**src/design/dcpd_pkg.sv**
```systemverilog
// Purpose: Constants for the draw command parameter decoder
// Assumes: 32-bit command dwords from the command stream parser
// Notes:   Function
package dcpd_pkg;
  localparam logic [2:0] DCPD_CMD_TYPE     = 3'h3;
  localparam logic [1:0] DCPD_CMD_SUBTYPE  = 2'h3;
  localparam logic [2:0] DCPD_CMD_OPCODE   = 3'h3;
  localparam logic [7:0] DCPD_CMD_SUBOP    = 8'h00;
  localparam int         DCPD_TYPE_MSB     = 31;
  localparam int         DCPD_TYPE_LSB     = 29;
  localparam int         DCPD_SUBTYPE_MSB  = 28;
  localparam int         DCPD_SUBTYPE_LSB  = 27;
  localparam int         DCPD_OPCODE_MSB   = 26;
  localparam int         DCPD_OPCODE_LSB   = 24;
  localparam int         DCPD_SUBOP_MSB    = 23;
  localparam int         DCPD_SUBOP_LSB    = 16;
  localparam int         DCPD_RANDOM_BIT   = 15;
  localparam int         DCPD_TOPO_MSB     = 14;
  localparam int         DCPD_TOPO_LSB     = 10;
  localparam int         DCPD_INTCNT_BIT   = 9;
  localparam int         DCPD_LEN_MSB      = 7;
  localparam int         DCPD_LEN_LSB      = 0;
  localparam logic [7:0] DCPD_LEN_BIAS     = 8'h02;
  localparam logic [7:0] DCPD_LEN_DEFAULT  = 8'h04;
  localparam logic [2:0] DCPD_DW_COUNT     = 3'h1;
  localparam logic [2:0] DCPD_DW_START     = 3'h2;
  localparam logic [2:0] DCPD_DW_INST      = 3'h3;
  localparam logic [2:0] DCPD_DW_INSTSTART = 3'h4;
  localparam logic [2:0] DCPD_DW_BIAS      = 3'h5;
  localparam logic [4:0] DCPD_TOPO_FIRST   = 5'h01;
  localparam logic [4:0] DCPD_TOPO_LAST    = 5'h14;
  localparam logic [4:0] DCPD_QUAD_LIST    = 5'h07;
  localparam logic [4:0] DCPD_QUAD_STRIP   = 5'h08;
  localparam logic [4:0] DCPD_POLYGON      = 5'h0e;
  localparam logic [4:0] DCPD_LINE_LOOP    = 5'h10;
  localparam logic [4:0] DCPD_LINE_STRIP   = 5'h03;
  localparam logic [4:0] DCPD_TRIFAN_UNST  = 5'h16;

  typedef enum logic [1:0] {
    DCPD_ST_HEADER,
    DCPD_ST_BODY,
    DCPD_ST_SKIP,
    DCPD_ST_ISSUE
  } dcpd_state_t;
endpackage

```
**src/design/dcpd_topo_map.sv**
```systemverilog
// Purpose: Topology code validation and entry conversion
// Assumes: Code taken straight from header bits 14:10
// Notes:   Pure combinational, no state
`timescale 1ns/10ps
module dcpd_topo_map (
  input  wire logic [4:0] code_in,
  output logic      [4:0] mapped_out,
  output logic            valid_out
);
  import dcpd_pkg::*;

  always_comb begin
    valid_out = ((code_in >= DCPD_TOPO_FIRST) && (code_in <= DCPD_TOPO_LAST))
                || (code_in == DCPD_TRIFAN_UNST);
    case (code_in)
      DCPD_QUAD_LIST:  mapped_out = DCPD_POLYGON;
      DCPD_QUAD_STRIP: mapped_out = DCPD_POLYGON;
      DCPD_LINE_LOOP:  mapped_out = DCPD_LINE_STRIP;
      default:         mapped_out = code_in;
    endcase
  end
endmodule

```
**src/design/dcpd_decoder.sv**
```systemverilog
// Purpose: Decodes draw command parameter dwords for vertex fetch
// Assumes: Parser offers one dword per cycle with valid/ready
// Notes:   Buffer-extent zeroing and vertex discard live in fetch
`timescale 1ns/10ps
module dcpd_decoder #(
  parameter int DW = 32
) (
  input  wire logic                 clk_sys_in,
  input  wire logic                 rst_in,
  input  wire logic [DW-1:0]        dword_in,
  input  wire logic                 dword_valid_in,
  input  wire logic                 dword_last_in,
  output logic                      dword_ready_out,
  input  wire logic [DW-1:0]        internal_vertex_count_in,
  output logic                      draw_valid_out,
  input  wire logic                 draw_ready_in,
  output logic                      draw_random_out,
  output logic      [4:0]           draw_topology_out,
  output logic      [DW-1:0]        draw_vertex_count_out,
  output logic      [DW-1:0]        draw_start_vertex_out,
  output logic      [DW-1:0]        draw_instance_count_out,
  output logic      [DW-1:0]        draw_start_instance_out,
  output logic      [DW-1:0]        draw_base_vertex_out,
  output logic                      cmd_mismatch_out,
  output logic                      noop_pulse_out
);
  import dcpd_pkg::*;

  if (DW != 32) begin : g_bad_width
    $error("dcpd_decoder serves only 32-bit dwords");
  end

  dcpd_state_t     state_r;
  logic [8:0]      remain_r;
  logic [2:0]      index_r;
  logic            random_r;
  logic            intcnt_r;
  logic [4:0]      topo_r;
  logic            topo_ok_r;
  logic [DW-1:0]   vcount_r;
  logic [DW-1:0]   start_r;
  logic [DW-1:0]   inst_r;
  logic [DW-1:0]   inst_start_r;
  logic [DW-1:0]   bias_r;
  logic            noop_r;
  logic            mismatch_r;
  logic            is_draw;
  logic [4:0]      topo_mapped;
  logic            topo_valid;
  logic            take;
  logic            drop_cmd;
  logic [DW-1:0]   eff_count;
  logic [DW-1:0]   vcount_nxt;
  logic [DW-1:0]   start_nxt;
  logic [DW-1:0]   inst_nxt;
  logic [DW-1:0]   inst_start_nxt;
  logic [DW-1:0]   bias_nxt;

  dcpd_topo_map u_topo (
    .code_in    (dword_in[DCPD_TOPO_MSB:DCPD_TOPO_LSB]),
    .mapped_out (topo_mapped),
    .valid_out  (topo_valid)
  );

  assign is_draw =
    (dword_in[DCPD_TYPE_MSB:DCPD_TYPE_LSB] == DCPD_CMD_TYPE) &&
    (dword_in[DCPD_SUBTYPE_MSB:DCPD_SUBTYPE_LSB] == DCPD_CMD_SUBTYPE) &&
    (dword_in[DCPD_OPCODE_MSB:DCPD_OPCODE_LSB] == DCPD_CMD_OPCODE) &&
    (dword_in[DCPD_SUBOP_MSB:DCPD_SUBOP_LSB] == DCPD_CMD_SUBOP);

  // The parser is stalled only in issue, while a command awaits fetch or is being dropped
  assign dword_ready_out = (state_r != DCPD_ST_ISSUE);
  assign take = dword_valid_in && dword_ready_out;

  // Count chosen once the count dword is known; internal count wins
  assign eff_count = intcnt_r ? internal_vertex_count_in : vcount_nxt;

  // Zero count, zero instances or reserved topology issue nothing;
  // judged on the held copies so the verdict cannot move while waiting
  assign drop_cmd = (draw_vertex_count_out == '0) ||
                    (draw_instance_count_out == '0) || !topo_ok_r;

  always_ff @(posedge clk_sys_in) begin
    if (rst_in) begin
      state_r <= DCPD_ST_HEADER;
    end else begin
      case (state_r)
        DCPD_ST_HEADER: begin
          if (take && is_draw && !dword_last_in) begin
            state_r <= DCPD_ST_BODY;
          end else if (take && !is_draw && !dword_last_in) begin
            state_r <= DCPD_ST_SKIP;
          end
        end
        DCPD_ST_BODY: begin
          // Length field or the last flag, whichever comes first, tells where the packet ends
          if (take && (remain_r == 9'h001 || dword_last_in)) begin
            state_r <= DCPD_ST_ISSUE;
          end
        end
        DCPD_ST_SKIP: begin
          if (take && dword_last_in) begin
            state_r <= DCPD_ST_HEADER;
          end
        end
        DCPD_ST_ISSUE: begin
          if (drop_cmd || draw_ready_in) begin
            state_r <= DCPD_ST_HEADER;
          end
        end
        default: state_r <= DCPD_ST_HEADER;
      endcase
    end
  end

  // Header fields and dword counter
  always_ff @(posedge clk_sys_in) begin
    if (rst_in) begin
      remain_r  <= {1'b0, DCPD_LEN_DEFAULT + DCPD_LEN_BIAS - 8'h01};
      index_r   <= 3'h0;
      random_r  <= 1'b0;
      intcnt_r  <= 1'b0;
      topo_r    <= 5'h00;
      topo_ok_r <= 1'b0;
    end else if (take && state_r == DCPD_ST_HEADER && is_draw) begin
      // Dwords after the header equal length field plus one
      // Nine bits, so a full length field does not wrap to zero
      remain_r  <= {1'b0, dword_in[DCPD_LEN_MSB:DCPD_LEN_LSB]} + 9'h001;
      index_r   <= DCPD_DW_COUNT;
      random_r  <= dword_in[DCPD_RANDOM_BIT];
      intcnt_r  <= dword_in[DCPD_INTCNT_BIT];
      topo_r    <= topo_mapped;
      topo_ok_r <= topo_valid;
    end else if (take && state_r == DCPD_ST_BODY) begin
      remain_r <= remain_r - 9'h001;
      if (index_r <= DCPD_DW_BIAS) begin
        index_r <= index_r + 3'h1;
      end
    end
  end

  // Parameter dwords; missing trailing dwords read as zero
  always_ff @(posedge clk_sys_in) begin
    if (rst_in) begin
      vcount_r     <= '0;
      start_r      <= '0;
      inst_r       <= '0;
      inst_start_r <= '0;
      bias_r       <= '0;
    end else if (take && state_r == DCPD_ST_HEADER && is_draw) begin
      vcount_r     <= '0;
      start_r      <= '0;
      inst_r       <= '0;
      inst_start_r <= '0;
      bias_r       <= '0;
    end else if (take && state_r == DCPD_ST_BODY) begin
      case (index_r)
        DCPD_DW_COUNT:     vcount_r     <= dword_in;
        DCPD_DW_START:     start_r      <= dword_in;
        DCPD_DW_INST:      inst_r       <= dword_in;
        DCPD_DW_INSTSTART: inst_start_r <= dword_in;
        DCPD_DW_BIAS:      bias_r       <= dword_in;
        default:           ;
      endcase
    end
  end

  // Values as they stand after this edge, so the final body dword
  // reaches the outputs on the same edge that enters issue
  always_comb begin
    vcount_nxt     = vcount_r;
    start_nxt      = start_r;
    inst_nxt       = inst_r;
    inst_start_nxt = inst_start_r;
    bias_nxt       = bias_r;
    if (take && state_r == DCPD_ST_BODY) begin
      case (index_r)
        DCPD_DW_COUNT:     vcount_nxt     = dword_in;
        DCPD_DW_START:     start_nxt      = dword_in;
        DCPD_DW_INST:      inst_nxt       = dword_in;
        DCPD_DW_INSTSTART: inst_start_nxt = dword_in;
        DCPD_DW_BIAS:      bias_nxt       = dword_in;
        default:           ;
      endcase
    end
  end

  // Registered copies handed to vertex fetch
  always_ff @(posedge clk_sys_in) begin
    if (rst_in) begin
      draw_random_out         <= 1'b0;
      draw_topology_out       <= 5'h00;
      draw_vertex_count_out   <= '0;
      draw_start_vertex_out   <= '0;
      draw_instance_count_out <= '0;
      draw_start_instance_out <= '0;
      draw_base_vertex_out    <= '0;
    end else if (state_r == DCPD_ST_BODY) begin
      // Updated only before issue so they hold while waiting
      draw_random_out         <= random_r;
      draw_topology_out       <= topo_r;
      draw_vertex_count_out   <= eff_count;
      draw_start_vertex_out   <= start_nxt;
      draw_instance_count_out <= inst_nxt;
      draw_start_instance_out <= inst_start_nxt;
      // Bias forced to zero in sequential mode
      draw_base_vertex_out    <= random_r ? bias_nxt : '0;
    end
  end

  // One-cycle status pulses
  always_ff @(posedge clk_sys_in) begin
    if (rst_in) begin
      mismatch_r <= 1'b0;
      noop_r     <= 1'b0;
    end else begin
      mismatch_r <= take && state_r == DCPD_ST_HEADER && !is_draw;
      noop_r     <= state_r == DCPD_ST_ISSUE && drop_cmd;
    end
  end

  assign cmd_mismatch_out = mismatch_r;
  assign noop_pulse_out   = noop_r;
  // Vertex fetch discards surplus vertices; nothing flagged here
  // Out-of-extent zero data is served by fetch
  assign draw_valid_out   = (state_r == DCPD_ST_ISSUE) && !drop_cmd;

  a_hold_stable: assert property (@(posedge clk_sys_in) disable iff (rst_in)
    draw_valid_out && !draw_ready_in |=> draw_valid_out &&
    $stable(draw_vertex_count_out) && $stable(draw_topology_out))
    else $error("draw parameters moved while waiting");

  a_zero_noop: assert property (@(posedge clk_sys_in) disable iff (rst_in)
    draw_valid_out |-> draw_vertex_count_out != '0 &&
    draw_instance_count_out != '0)
    else $error("zero count command issued");

  a_seq_bias: assert property (@(posedge clk_sys_in) disable iff (rst_in)
    draw_valid_out && !draw_random_out |-> draw_base_vertex_out == '0)
    else $error("bias used in sequential mode");

  a_topo_legal: assert property (@(posedge clk_sys_in) disable iff (rst_in)
    draw_valid_out |-> draw_topology_out != DCPD_QUAD_LIST &&
    draw_topology_out != DCPD_QUAD_STRIP &&
    draw_topology_out != DCPD_LINE_LOOP && draw_topology_out != 5'h00 &&
    (draw_topology_out <= DCPD_TOPO_LAST ||
     draw_topology_out == DCPD_TRIFAN_UNST))
    else $error("unconverted or reserved topology issued");

  a_intcnt_use: assert property (@(posedge clk_sys_in) disable iff (rst_in)
    state_r == DCPD_ST_BODY && intcnt_r |=>
    draw_vertex_count_out == $past(internal_vertex_count_in))
    else $error("internal vertex count not used");

  a_header_decode: assert property (@(posedge clk_sys_in) disable iff (rst_in)
    take && state_r == DCPD_ST_HEADER &&
    dword_in[DCPD_TYPE_MSB:DCPD_TYPE_LSB] != DCPD_CMD_TYPE |=>
    state_r != DCPD_ST_BODY && cmd_mismatch_out)
    else $error("foreign header accepted");

  a_random_bit: assert property (@(posedge clk_sys_in) disable iff (rst_in)
    take && state_r == DCPD_ST_HEADER && is_draw |=>
    random_r == $past(dword_in[DCPD_RANDOM_BIT]))
    else $error("access mode not captured");

  a_length_end: assert property (@(posedge clk_sys_in) disable iff (rst_in)
    take && state_r == DCPD_ST_HEADER && is_draw && !dword_last_in &&
    dword_in[DCPD_LEN_MSB:DCPD_LEN_LSB] == 8'h00 ##1
    take && state_r == DCPD_ST_BODY |=> state_r == DCPD_ST_ISSUE)
    else $error("packet end not found by length");

  a_noop_drop: assert property (@(posedge clk_sys_in) disable iff (rst_in)
    state_r == DCPD_ST_ISSUE && drop_cmd |=>
    state_r == DCPD_ST_HEADER && noop_pulse_out)
    else $error("dropped command not consumed");
endmodule

```
**config.mk**
```make
export PLATFORM = sky130hd
export DESIGN_NAME = dcpd_decoder
export DESIGN_NICKNAME = d
export VERILOG_FILES = /design/src/design/dcpd_pkg.sv /design/src/design/dcpd_topo_map.sv /design/src/design/dcpd_decoder.sv
export SDC_FILE = /design/constraint.sdc
export NUM_CORES = 1
export LEC_CHECK = 0
export BUFFER_PORTS_ARGS = -buffer_cell sky130_fd_sc_hd__buf_2
export CORE_ASPECT_RATIO = 1.5
export CORE_UTILIZATION = 55
export CTS_CLUSTER_DIAMETER = 120
export CTS_CLUSTER_SIZE = 8
export DETAILED_ROUTE_END_ITERATION = 7
export GPL_TIMING_DRIVEN = 1
export PLACE_DENSITY = 0.8
export SLEW_MARGIN = 10
export SYNTH_ARGS = -nofsm -noshare
export SYNTH_HDL_FRONTEND = slang
export SYNTH_HIERARCHICAL = 1
export SYNTH_SLANG_ARGS = --single-unit
```
**constraint.sdc**
```tcl
create_clock -name clk_sys_in -period 2.2 [get_ports clk_sys_in]
set_clock_uncertainty 0.15 [all_clocks]
set_input_delay 0.44 -clock clk_sys_in [delete_from_list [all_inputs] [get_ports clk_sys_in]]
set_output_delay 0.44 -clock clk_sys_in [all_outputs]
set_load 0.03 [all_outputs]
```
==> results.cfg <==
[status]
outcome = finished with violations
violations = setup timing

[power_and_ir_drop]
swShare = 0.210
finalPower_w = 0.0132
ir_drop_v = 0.000561
p_leak_nw = 7.40
netSwitchingPower_w = 0.00277
clockPowerShare = 0.486
p_comb_frac = 0.031
internal_power_w = 0.0104
sequentialPowerShare = 0.483
power_density_mw_per_mm2 = 808

[synth]
syn_nets = 1473
ys_seq_area_frac = 0.534
syn_area_mm2 = 0.0131
ys_warn_count = 6
synthArstFlopShare = 0
ys_ff_latch = 350
synth_cell_types = 54
synth_flop_cell = dfxtp_1
synth_edf_count = 0
avgSynthCellArea_um2 = 9.40
synth_cells = 1396

[layout]
areaGrowthSynthToFinish_pct = 24.3
nets = 1723
multi_input_area_mm2 = 0.00565
num-fill-cells = 1805
design_area_mm2 = 0.0163
seqCellArea_mm2 = 0.00701
drive_gt1_frac = 0.253
n_antenna_cell = 0

[global_routing]
grt_pass1_wl_um = 58700
grt_max_degree = 92
grt_use_total = 0.308
grt_overflow = 0
grt_pass1_vias = 11100
grt_antenna_before_repair = 1

[critical_path]
crit_family = simple AND/OR/NAND/NOR gates
cp_slowest_cell = dfxtp_1
max_stage_delay_ps = 340
worstSetupEndpointType = output pin
cp-start-kind = flip-flop
arrival_ps = 1880
required_ps = 1610
worstPathCellList = nor4_2 > nand4_1 > nor2_1 > buf_4 > nor3_4 > buf_6
path_buf_inv = 2
cp_max_fo = 3
crit_type = reg -> out

[timing]
min_period_ps = 2470
post-route-period-util = 1.12
setup_viol = 1
grt_setup_unrepaired = true
tightest_slew_ps = 496
worst_slack_ps = -273
slew_viol_final = 0
fmax_mhz = 404
final_hold_viol_count = 0
slew_headroom = 0.668

[routing]
drtIter0Drc = 964
drtAntennaViolNets = 0
dr_total_vias = 11400
post-route-drc-count = 0
firstDrtPassIters = 5
routedWlPerCell_um = 19.2
vias_per_cell = 5.81
wl_um = 37600

[clocking]
clock_latency_ps = 540
clock-sinks = 350
cts_max_level = 2
tritoncts = built
clk_path_buf_depth = 3
clkSlewWorstSetupHoldPaths_ps = 50
cts-buffers-inserted = 49
clock-root-buffer = clkbuf_16

[placed_design]
dp_hpwl_um = 25400
pre_cts_ws_ps = -83.7
portBuffers = 238
gp_congestion = 0.926
placed_area_mm2 = 0.0149

[die]
dieArea_mm2 = 0.0245
ios = 239
core_mm2 = 0.0232
initial_core_util = 0.565
floorplan.rows = 68
dieHeight_um = 191
dieWidth_um = 128

[worst_hold_path]
hold_path_class = in -> reg

[job]
maxCapViolations = 0
[final cells by class]
type / count / share of cell area
sequential: 350 / 0.430
multi-input combinational: 922 / 0.346
timing repair buffer: 311 / 0.120
clock buffer: 50 / 0.0760
tap: 315 / 0.0242
inverter: 12 / 0.00276
clock inverter: 2 / 0.00107
[synth_stat cells, drive strengths merged (2+ instances only)]
cell type | instances | area, µm²
a211oi | 103 | 778
a21o | 2 | 16.3
a21oi | 85 | 425
a221oi | 2 | 17.5
a2bb2oi | 33 | 289
a311oi | 2 | 17.5
a31o | 29 | 254
and2 | 4 | 25.0
and3 | 2 | 12.5
and4 | 2 | 17.5
and4bb | 3 | 37.5
buf | 39 | 264
clkbuf | 73 | 274
dfxtp | 350 | 7010
ha | 8 | 100
inv | 11 | 41.3
mux2i | 129 | 1290
nand2 | 130 | 490
nand2b | 2 | 12.5
nand3 | 9 | 45.0
nand3b | 4 | 30.0
nand4 | 6 | 37.5
nor2 | 274 | 1030
nor3 | 6 | 30.0
nor4 | 19 | 125
o211ai | 2 | 15.0
o21ai | 34 | 174
o311ai | 2 | 17.5
o31ai | 3 | 22.5
or2 | 2 | 12.5
or3 | 3 | 18.8
or4 | 2 | 18.8
xnor2 | 7 | 61.3
xor2 | 3 | 26.3
[through the flow]
step | hold WS [ps] | utilization | instances | TNS (ps)
after global routing | 56.2 | 0.702 | 1962 | -336
after floorplan | 282 | - | 1396 | 0
after global placement | 292 | 0.643 | 1908 | -3240
after CTS | 38.1 | 0.700 | 1962 | -301
final | 52.6 | 0.702 | 1962 | -273
after detailed placement | 298 | 0.643 | 1908 | -7290
[sequential cells by signal, indices dropped and copies added, names as in the netlist, 2 cells and up]
| register | cells |
|---|---|
| draw_instance_count_out | 32 |
| draw_start_vertex_out | 32 |
| draw_start_instance_out | 32 |
| bias_r | 32 |
| inst_start_r | 32 |
| topo_r | 5 |
| draw_topology_out | 5 |
| start_r | 32 |
| draw_vertex_count_out | 32 |
| inst_r | 32 |
| vcount_r | 32 |
| remain_r | 9 |
| index_r | 3 |
| draw_base_vertex_out | 32 |
| state_r | 2 |
[power groups by stage]
| stage | Sequential [W] | Clock (W) | Combinational, W |
|---|---|---|---|
| 2_1_floorplan | 0.00648 | 0 | 0.000161 |
| 3_3_place_gp | 0.00648 | 0 | 0.000403 |
| 3_5_place_dp | 0.00648 | 0 | 0.000404 |
| 4_1_cts | 0.00636 | 0.00646 | 0.000405 |
| 5_1_grt | 0.00635 | 0.00674 | 0.000427 |
| 6_report | 0.00636 | 0.00641 | 0.000411 |
[worst reg2reg max path, cell delays in order (launching register included)]
cell,delay (ps)
dfxtp_1,540
and4bb_2,360
nand2_1,150
and2_1,220
a211oi_1,400
o31ai_1,130
[layout by cell type (no fill, tap or decap), types with 4 or more instances in the layout]
cell / count
dfxtp_1: 346
nor2_1: 274
buf_2: 236
mux2i_1: 129
nand2_1: 127
a211oi_1: 102
a21oi_1: 85
buf_4: 57
clkbuf_16: 49
a2bb2oi_1: 33
o21ai_0: 32
a31o_2: 25
buf_12: 16
inv_1: 11
nor4_1: 10
ha_1: 8
nand3_1: 7
xnor2_1: 7
nand4_1: 6
nor4_2: 6
nor3_1: 5
and2_1: 4
nand3b_1: 4
a31o_1: 4
dfxtp_2: 4
[path summary, 6_finish.rpt]
check / slack [ps] / start / endpoint / cells past startpoint
max reg2reg: 130 / state_r[0] / draw_vertex_count_out[30] / 5
max: -270 / draw_instance_count_out[23] / draw_valid_out / 6
min: 50 / rst_in / topo_r[0] / 2
min reg2reg: 300 / draw_topology_out[2] / draw_topology_out[2] / 2
[cell families after synthesis]
group,after synthesis,share of synthesized area
AO/OA/AOI/OAI,304,0.159
XOR/XNOR,10,0.00668
adder cells (fa/ha/maj),8,0.00763
buffers and inverters,124,0.0444
flip-flops,350,0.534
multiplexers,129,0.0984
AND/OR/NAND/NOR,471,0.150
[per-layer routing]
layer / vias up / wire length (µm) / GRT usage
met4: 0 / 1920 / 0.173
met5: - / 0 / 0
li1: 5356 / - / -
met1: 5504 / 14300 / 0.346
met3: 107 / 1930 / 0.0451
met2: 423 / 19500 / 0.553
[repair_timing]
item / 4_1_cts / 5_1_grt
endpoints found under the setup margin: 1 / 2
setup buffers: 2 / 0
pin swaps: 5 / 7
resized for setup: 13 / 8
hold buffers: 0 / 0
Power figures use the tool's default switching activity.
